**src/ocss_consts.svh**
```systemverilog
// Summary of operation
// - output zero select: 00 general divider A, 01 precision divider C.
// - output one select: 00 general divider B, 01 precision divider C.
// - selects of outputs one and three act only in single-ended pair modes.
// - differential pair zero/one: output one is inverted output zero.
// - output two select: 00 general divider C, 01 precision divider D.
// - output three select: 00 general divider D, 01 precision divider D.
// - differential pair two/three: output three is inverted output two.
// - halt field 00/01 runs; 10 stops output four low at falling edge.
// - halt field 11 stops output four high at rising edge until changed.
// - pair mode: 000 off, 001-011 CMOS, 100 complementary, 101 HCSL, 110 PECL.
`ifndef OCSS_CONSTS_SVH
`define OCSS_CONSTS_SVH

// ***********************************
// register map
// ***********************************
`define OCSS_ADDR_SOURCE_SELECT_LOW 8'hB5
`define OCSS_ADDR_SYNTH_THREE_STOP  8'hB6
`define OCSS_RESET_SOURCE_SELECT    8'h00
`define OCSS_RESET_SYNTH_THREE_STOP 8'h00
`define OCSS_READ_UNMAPPED          8'h00

// ***********************************
// field positions
// ***********************************
`define OCSS_SEL_ZERO_MSB  1
`define OCSS_SEL_ZERO_LSB  0
`define OCSS_SEL_ONE_MSB   3
`define OCSS_SEL_ONE_LSB   2
`define OCSS_SEL_TWO_MSB   5
`define OCSS_SEL_TWO_LSB   4
`define OCSS_SEL_THREE_MSB 7
`define OCSS_SEL_THREE_LSB 6
`define OCSS_HALT_A_MSB    1
`define OCSS_HALT_A_LSB    0

// ***********************************
// codes
// ***********************************
`define OCSS_SEL_GP        2'h0
`define OCSS_SEL_HP        2'h1
`define OCSS_HALT_FALL     2'h2
`define OCSS_HALT_RISE     2'h3
`define OCSS_MODE_OFF      3'h0
`define OCSS_MODE_CMOS_E   3'h1
`define OCSS_MODE_CMOS_O   3'h2
`define OCSS_MODE_CMOS_EO  3'h3
`define OCSS_MODE_COMPL    3'h4
`define OCSS_MODE_HCSL     3'h5
`define OCSS_MODE_PECL     3'h6

`endif

```
**src/ocss_pkg.sv**
```systemverilog
package ocss_pkg;
  typedef enum logic [2:0] {
    HALT_RUN  = 3'h1,
    HALT_LOW  = 3'h2,
    HALT_HIGH = 3'h4
  } ocss_halt_e;
endpackage : ocss_pkg

```
**src/ocss_output_clock_select.sv**
```systemverilog
`timescale 1ns/1ps
`include "ocss_consts.svh"
module ocss_output_clock_select #(
  parameter int SRC_COUNT = 7
) (
  // clock and reset
  input  wire logic       sys_clk,
  input  wire logic       resetn,
  // register port
  input  wire logic [7:0] regAddr,
  input  wire logic [7:0] regWrData,
  input  wire logic       regWrEn,
  input  wire logic       regRdEn,
  output logic      [7:0] regRdData,
  // output mode fields from neighbouring register
  input  wire logic [2:0] pairModeLow,
  input  wire logic [2:0] pairModeHigh,
  // synthesizer divider clocks
  input  wire logic       gpSynthADividerA,
  input  wire logic       gpSynthADividerB,
  input  wire logic       gpSynthADividerC,
  input  wire logic       gpSynthADividerD,
  input  wire logic       hpSynthADividerC,
  input  wire logic       hpSynthADividerD,
  input  wire logic       gpSynthBDividerA,
  // output clocks
  output logic            clockOutZero,
  output logic            clockOutOne,
  output logic            clockOutTwo,
  output logic            clockOutThree,
  output logic            clockOutFour
);
  logic [7:0]           outputSourceSelectLow;
  logic [7:0]           synthThreeStopControl;
  logic [7:0]           next_outputSourceSelectLow;
  logic [7:0]           next_synthThreeStopControl;
  logic [7:0]           next_regRdData;
  logic [SRC_COUNT-1:0] srcRaw;
  logic [SRC_COUNT-1:0] srcMeta;
  logic [SRC_COUNT-1:0] srcSync;
  logic [1:0]           gpSynthBDivAHalt;
  ocss_pkg::ocss_halt_e haltState;
  ocss_pkg::ocss_halt_e next_haltState;
  logic                 next_clockOutFour;

  assign srcRaw = {gpSynthBDividerA, hpSynthADividerD, hpSynthADividerC,
                   gpSynthADividerD, gpSynthADividerC, gpSynthADividerB,
                   gpSynthADividerA};

  // ***********************************
  // source synchronisers
  // ***********************************
  for (genvar i = 0; i < SRC_COUNT; i++) begin : g_sync
    always_ff @(posedge sys_clk) begin
      if (!resetn) begin
        srcMeta[i] <= 1'b0;
        srcSync[i] <= 1'b0;
      end else begin
        srcMeta[i] <= srcRaw[i];
        srcSync[i] <= srcMeta[i];
      end
    end
  end

  // ***********************************
  // register port
  // ***********************************
  always_comb begin
    next_outputSourceSelectLow = outputSourceSelectLow;
    next_synthThreeStopControl = synthThreeStopControl;
    next_regRdData             = regRdData;
    if (regWrEn && regAddr == `OCSS_ADDR_SOURCE_SELECT_LOW) begin
      next_outputSourceSelectLow = regWrData;
    end else if (regWrEn && regAddr == `OCSS_ADDR_SYNTH_THREE_STOP) begin
      next_synthThreeStopControl = regWrData;
    end
    if (regRdEn) begin
      if (regAddr == `OCSS_ADDR_SOURCE_SELECT_LOW) begin
        next_regRdData = outputSourceSelectLow;
      end else if (regAddr == `OCSS_ADDR_SYNTH_THREE_STOP) begin
        next_regRdData = synthThreeStopControl;
      end else begin
        next_regRdData = `OCSS_READ_UNMAPPED;
      end
    end
  end

  always_ff @(posedge sys_clk) begin
    if (!resetn) begin
      outputSourceSelectLow <= `OCSS_RESET_SOURCE_SELECT;
      synthThreeStopControl <= `OCSS_RESET_SYNTH_THREE_STOP;
      regRdData             <= `OCSS_READ_UNMAPPED;
    end else begin
      outputSourceSelectLow <= next_outputSourceSelectLow;
      synthThreeStopControl <= next_synthThreeStopControl;
      regRdData             <= next_regRdData;
    end
  end

  // ***********************************
  // outputs zero to three
  // ***********************************
  // pair zero and one
  ocss_pair_mux u_pair_low (
    .sysClk    (sys_clk),
    .resetn    (resetn),
    .selEven   (outputSourceSelectLow[`OCSS_SEL_ZERO_MSB:`OCSS_SEL_ZERO_LSB]),
    .selOdd    (outputSourceSelectLow[`OCSS_SEL_ONE_MSB:`OCSS_SEL_ONE_LSB]),
    .pairMode  (pairModeLow),
    .evenGp    (srcSync[0]),
    .evenHp    (srcSync[4]),
    .oddGp     (srcSync[1]),
    .oddHp     (srcSync[4]),
    .clockEven (clockOutZero),
    .clockOdd  (clockOutOne)
  );

  ocss_pair_mux u_pair_high (
    .sysClk    (sys_clk),
    .resetn    (resetn),
    .selEven   (outputSourceSelectLow[`OCSS_SEL_TWO_MSB:`OCSS_SEL_TWO_LSB]),
    .selOdd    (outputSourceSelectLow[`OCSS_SEL_THREE_MSB:`OCSS_SEL_THREE_LSB]),
    .pairMode  (pairModeHigh),
    .evenGp    (srcSync[2]),
    .evenHp    (srcSync[5]),
    .oddGp     (srcSync[3]),
    .oddHp     (srcSync[5]),
    .clockEven (clockOutTwo),
    .clockOdd  (clockOutThree)
  );

  // ***********************************
  // output four halt control
  // ***********************************
  assign gpSynthBDivAHalt = synthThreeStopControl[`OCSS_HALT_A_MSB:`OCSS_HALT_A_LSB];

  always_comb begin
    next_haltState    = haltState;
    next_clockOutFour = clockOutFour;
    case (haltState)
      ocss_pkg::HALT_RUN: begin
        next_clockOutFour = srcSync[6];
        if (gpSynthBDivAHalt == `OCSS_HALT_FALL && clockOutFour && !srcSync[6]) begin
          next_haltState = ocss_pkg::HALT_LOW;
        end else if (gpSynthBDivAHalt == `OCSS_HALT_RISE && !clockOutFour && srcSync[6]) begin
          next_haltState = ocss_pkg::HALT_HIGH;
        end
      end
      ocss_pkg::HALT_LOW: begin
        next_clockOutFour = 1'b0;
        if (gpSynthBDivAHalt != `OCSS_HALT_FALL && !srcSync[6]) begin
          next_haltState = ocss_pkg::HALT_RUN;
        end
      end
      ocss_pkg::HALT_HIGH: begin
        next_clockOutFour = 1'b1;
        if (gpSynthBDivAHalt != `OCSS_HALT_RISE && srcSync[6]) begin
          next_haltState = ocss_pkg::HALT_RUN;
        end
      end
      default: begin
        next_haltState    = ocss_pkg::HALT_RUN;
        next_clockOutFour = 1'b0;
      end
    endcase
  end

  always_ff @(posedge sys_clk) begin
    if (!resetn) begin
      haltState    <= ocss_pkg::HALT_RUN;
      clockOutFour <= 1'b0;
    end else begin
      haltState    <= next_haltState;
      clockOutFour <= next_clockOutFour;
    end
  end
endmodule : ocss_output_clock_select

```
**src/ocss_pair_mux.sv**
```systemverilog
`timescale 1ns/1ps
`include "ocss_consts.svh"
module ocss_pair_mux (
  // clock and reset
  input  wire logic       sysClk,
  input  wire logic       resetn,
  // configuration
  input  wire logic [1:0] selEven,
  input  wire logic [1:0] selOdd,
  input  wire logic [2:0] pairMode,
  // synchronised sources
  input  wire logic       evenGp,
  input  wire logic       evenHp,
  input  wire logic       oddGp,
  input  wire logic       oddHp,
  // pair outputs
  output logic            clockEven,
  output logic            clockOdd
);
  logic evenSrc;
  logic oddSrc;
  logic next_clockEven;
  logic next_clockOdd;

  // ***********************************
  // source select and pair mode
  // ***********************************
  always_comb begin
    evenSrc = 1'b0;
    oddSrc  = 1'b0;
    if (selEven == `OCSS_SEL_GP) begin
      evenSrc = evenGp;
    end else if (selEven == `OCSS_SEL_HP) begin
      evenSrc = evenHp;
    end
    if (selOdd == `OCSS_SEL_GP) begin
      oddSrc = oddGp;
    end else if (selOdd == `OCSS_SEL_HP) begin
      oddSrc = oddHp;
    end
    next_clockEven = 1'b0;
    next_clockOdd  = 1'b0;
    case (pairMode)
      `OCSS_MODE_CMOS_E: begin
        next_clockEven = evenSrc;
      end
      `OCSS_MODE_CMOS_O: begin
        next_clockOdd = oddSrc;
      end
      `OCSS_MODE_CMOS_EO: begin
        next_clockEven = evenSrc;
        next_clockOdd  = oddSrc;
      end
      `OCSS_MODE_COMPL, `OCSS_MODE_HCSL, `OCSS_MODE_PECL: begin
        next_clockEven = evenSrc;
        next_clockOdd  = ~evenSrc;
      end
      default: begin
        next_clockEven = 1'b0;
        next_clockOdd  = 1'b0;
      end
    endcase
  end

  always_ff @(posedge sysClk) begin
    if (!resetn) begin
      clockEven <= 1'b0;
      clockOdd  <= 1'b0;
    end else begin
      clockEven <= next_clockEven;
      clockOdd  <= next_clockOdd;
    end
  end
endmodule : ocss_pair_mux

```
**config.mk**
```make
export PLATFORM = sky130hd
export DESIGN_NAME = ocss_output_clock_select
export DESIGN_NICKNAME = d
export VERILOG_FILES = /design/src/ocss_pkg.sv /design/src/ocss_output_clock_select.sv /design/src/ocss_pair_mux.sv
export VERILOG_INCLUDE_DIRS = /design/src
export SDC_FILE = /design/constraint.sdc
export NUM_CORES = 1
export LEC_CHECK = 0
export BUFFER_PORTS_ARGS = -buffer_cell sky130_fd_sc_hd__buf_2
export CELL_PAD_IN_SITES_DETAIL_PLACEMENT = 1
export CELL_PAD_IN_SITES_GLOBAL_PLACEMENT = 1
export CORE_UTILIZATION = 43
export CTS_BUF_LIST = sky130_fd_sc_hd__clkbuf_16
export DETAILED_ROUTE_END_ITERATION = 8
export PLACE_DENSITY_LB_ADDON = 0.08
export SLEW_MARGIN = 25
export SYNTH_ARGS = -nofsm -noshare
export SYNTH_HDL_FRONTEND = slang
export SYNTH_SLANG_ARGS = --single-unit
```
**constraint.sdc**
```tcl
create_clock -name sys_clk -period 2.6 [get_ports sys_clk]
set_clock_uncertainty 0.05 [all_clocks]
set_input_delay 0.65 -clock sys_clk [delete_from_list [all_inputs] [get_ports sys_clk]]
set_output_delay 0.65 -clock sys_clk [all_outputs]
set_load 0.02 [all_outputs]
```
---- Word level (Yosys, flattened, before mapping) ----
Cells that the tools add are included.
word-level totals
  flip-flop bits (word level) ............. 46
operators by class
  eq/ne operators ......................... 28
  muxes and demuxes ....................... 18
  bitwise operators ....................... 3
  reduce and logical (&&, ||, !) cells .... 24
operator list
  operator                                                          count
  3-bit == test (second input constant)                             7
  8-bit == test (second input constant)                             2
  8-bit 2-to-1 mux                                                  2
  3-bit by 2-bit == test with 1-bit output (second input constant)  5
  3-bit 2-to-1 mux                                                  4
  5-bit OR reduction                                                2
  3-bit by 1-bit == test with 1-bit output (second input constant)  3
  3-bit one-hot mux with 3 select lines                             1
  2-bit by 1-bit == test with 1-bit output (second input constant)  4
  1-bit logical AND                                                 8
  2-bit zero test                                                   4
  1-bit 2-to-1 mux                                                  8
  2-bit != test (second input constant)                             4
  1-bit one-hot mux with 2 select lines                             3
  2-bit AND reduction                                               3
  3-bit OR reduction                                                2
  2-bit == test (second input constant)                             2
  2-bit OR reduction                                                2
  3-bit != test (second input constant)                             1
  1-bit inverter                                                    3
  3-bit AND reduction                                               1
  1-bit zero test                                                   2

---- Logic depth before layout (Yosys ltp) ----
  depth in word-level cells ............... 6
  mapped depth ............................ 5
  gate-level depth less buffers ........... 3

---- Cells and area by module ----
Synthesis repeated with hierarchy kept, for this count alone.
unflattened totals
  cell total of the unflattened synthesis .. 179
  area total of the unflattened synthesis .. 1866.8 sq um
modules (own cells, without submodules)
  module                    times used  cells an instance  area an instance (sq um)  sequential area each (sq um)
  ocss_output_clock_select  1           157                1654.1                    840.8
  ocss_pair_mux             2           11                 106.4                     40.0

---- Worst setup path before layout ----
Ideal clock, no wire load.
  path type ............................... input to register
  start point ............................. input port regAddr[6]
  end point ............................... register outputSourceSelectLow[0]
  library setup time ...................... 72 ps
  arrival time ............................ 1615 ps
  slack ................................... 863 ps
  cell stages on the path ................. 3
  path buffers ............................ 0
  path through ............................ nand4b_4 > nor4_4 > mux2i_1
on the way
  cells in the longest elaborated chain, start to end .. 2
RTL lines
  element                      RTL line                        text
  start, declared              ocss_output_clock_select.sv:10  input wire logic [7:0] regAddr,
  8-bit == test (no line)      --
  1-bit logical AND (no line)  --
  end signal, assigned         ocss_output_clock_select.sv:90  outputSourceSelectLow <= `OCSS_RESET_SOURCE_SELECT;
  end signal, assigned         ocss_output_clock_select.sv:94  outputSourceSelectLow <= next_outputSourceSelectLow;
  end, declared                ocss_output_clock_select.sv:33  logic [7:0] outputSourceSelectLow;
No other way between the ends.
A chain may end at the register's enable or synchronous reset.

---- Final worst setup path ----
  start point ............................. input port regAddr[6]
  end point ............................... register outputSourceSelectLow[2]
Same word-level chain as after synthesis.

==> results.cfg <==
[final_layout]
diodes = 0
layout_commonest_cell = dfxtp_1
final_nets = 273
mostFrequentLayoutCells = dfxtp_1 (46), buf_2 (45), nand2_1 (27)
design_area_um2 = 2340
final_cells = 291
drive_gt1_share_pct = 25.7
area_growth_pct = 21.2

[sta]
hold_viol = 0
rsz0062_at_grt = no
finalMaxSlewViolations = 0
min_period_over_period_pct = 65.8
relSlewSlack_pct = 54.2
clock.fmax_mhz = 585
setup_tns_ps = 0
setup_viol = 0
min_period_ps = 1710
tightest_slew_ps = 669

[clocking]
cts_buffers = 5
clkLatencyLatePin_ps = 290
clkSlewWorstSetupHoldPaths_ps = 60
cts_max_path_buffers = 2
htree_levels = 2
postCtsSetupBuffers = 0
clkSinkCount = 46
cts-root-buf = clkbuf_16
ctsHoldBuffers = 0
cts_resized = 0
cts_tree = done

[synth]
ys_seq_elements = 46
seq_area_frac_synth_pct = 47.8
avgSynthCellArea_um2 = 9.79
synth_area_um2 = 1930
synthCells = 197
synthesis.yosys.warnings = 0
synthDistinctLibCells = 32
synth_nets = 230

[pwr]
leakage_nw = 0.997
vdd_drop_max_uv = 406
powerDensity_nw_per_um2 = 614

[detailed_routing]
remaining_drc_errors = 0
via_per_inst = 5.51
num_vias = 1603
ant_nets = 0
post_drt_wl_per_cell_um = 15.2
wirelength_um = 4430
drt_pass1_iterations = 4
drt_iter0_drc = 45

[placed_design]
dp_cells = 283
placed_area_um2 = 2190
dp_hpwl_um = 3380
port_buffers = 45
gp_congestion = 0.759

[run]
cap_viol_max_count = 0

[run_status]
status = completed

[worst_hold_path]
hold_depth = 1
hold_class = register to register
hold_end = srcSync[3]
hold_start = srcMeta[3]

[global_route]
gr-usage-met2_pct = 39.1
grt_pass1_wl_um = 6970
grt_overflow = 0
grt_max_degree = 43
met3_usage_pct = 4.11
antenna_found_initial = 0
grt_pass1_vias = 1606
met1_usage_pct = 20.6
grt_busiest_layer = met2
track_usage_pct = 20.6

[worst_setup_path]
critPathLaunch = regAddr[6]
worstPathRequired_ps = 2760
critPathKind = input port to register
startpoint_type = input port
arrival_ps = 1870
ff2ff_setup_slack_ps = 1110
crit_path_cell_trace = buf_2, nand4b_4, nor4_4, mux2i_1
reg2regPathDepth = 3
end_kind = register
path_delay_family = simple AND/OR/NAND/NOR gates
slowest_delay_ps = 630
r2r_start = synthThreeStopControl[1]
cpMaxStageDelayCell = nor4_4
r2r_end = haltState[2]
cp_max_fo = 10
crit_buf_inv = 1

[floorplan]
initial_core_util_pct = 46.5
row_count = 23
chipWidth_um = 69.0
core_area_um2 = 4140
die_h_um = 69.0
dieArea_um2 = 4760
io_pins = 46
state kept, by name, summed over array words and instances (netlist names), 3 cells and up:
name	count
regRdData	8
outputSourceSelectLow	8
srcMeta	7
haltState	3
srcSync	7
synthThreeStopControl	8
through the flow:
step           power, mW  worst slack (ps)  utilization (%)  hold slack, ps
4_1_cts             1.45               867             56.4             389
3_5_place_dp       0.833               579             52.9             371
5_1_grt             1.49               756             56.4             408
3_3_place_gp       0.825               625             52.9             365
2_1_floorplan      0.790               863                -             362
6_report            1.44               889             56.4             385
cell usage after synthesis:
library cell / count / area (um^2)
a2111oi_0: 9 / 78.8
a21boi_0: 2 / 15.0
a21o_1: 8 / 60.1
a21oi_1: 1 / 5.00
and2_1: 14 / 87.6
and3b_1: 1 / 8.76
buf_1: 1 / 3.75
buf_2: 3 / 15.0
clkbuf_1: 6 / 22.5
clkbuf_2: 1 / 5.00
dfxtp_1: 46 / 921
inv_1: 1 / 3.75
inv_2: 1 / 3.75
mux2_2: 2 / 22.5
mux2i_1: 18 / 180
nand2_1: 27 / 101
nand3_1: 4 / 20.0
nand3b_1: 19 / 143
nand4b_1: 1 / 8.76
nand4b_4: 1 / 23.8
nand4bb_1: 1 / 11.3
nor2_1: 13 / 48.8
nor2b_1: 2 / 12.5
nor3_1: 2 / 10.0
nor4_4: 1 / 21.3
nor4b_1: 1 / 8.76
o211a_1: 2 / 20.0
o211ai_1: 5 / 37.5
o21a_1: 1 / 7.51
o21ai_0: 1 / 5.00
o31ai_1: 1 / 7.51
or3b_2: 1 / 8.76
routing by layer:
metal	vias up	wire, um
met5	-	0
met4	0	99
met3	12	143
met2	38	2430
met1	772	1750
li1	781	-
final cells by class:
| type | instances | area (um^2) |
|---|---|---|
| clock buffers | 5 | 125 |
| clock inverters | 3 | 21.3 |
| fillers | 481 | 1810 |
| inverters | 2 | 7.51 |
| multi-input cells | 138 | 960 |
| flip-flops and latches | 46 | 921 |
| well taps | 50 | 62.6 |
| repair buffers | 47 | 240 |
how the worst max path moves through the flow:
stage | to | slack [ps] | cells after the start
floorplan | outputSourceSelectLow[0] | 860 | 3
global placement | outputSourceSelectLow[5] | 630 | 4
detailed placement | outputSourceSelectLow[3] | 580 | 4
CTS | outputSourceSelectLow[3] | 870 | 4
global route | outputSourceSelectLow[2] | 760 | 4
finish | outputSourceSelectLow[2] | 890 | 4
cell families after synthesis:
family          synth area share (%)
flops                           47.8
simple gates                    26.7
mux                             10.5
compound gates                  12.3
buf+inv                         2.79
worst reg2reg max path, stage by stage (launching register included):
cell       delay, ps
dfxtp_1          430
nand2_1           80
a2111oi_0        610
o211a_1          260
power by group:
group	switching [mW]	internal [mW]	leakage, nW	total [mW]
clock network	0.265	0.356	0.0698	0.620
registers	0.00435	0.718	0.374	0.722
logic	0.0521	0.0412	0.553	0.0933
total	0.321	1.11	0.997	1.44
(Power assumes the default switching activity.)
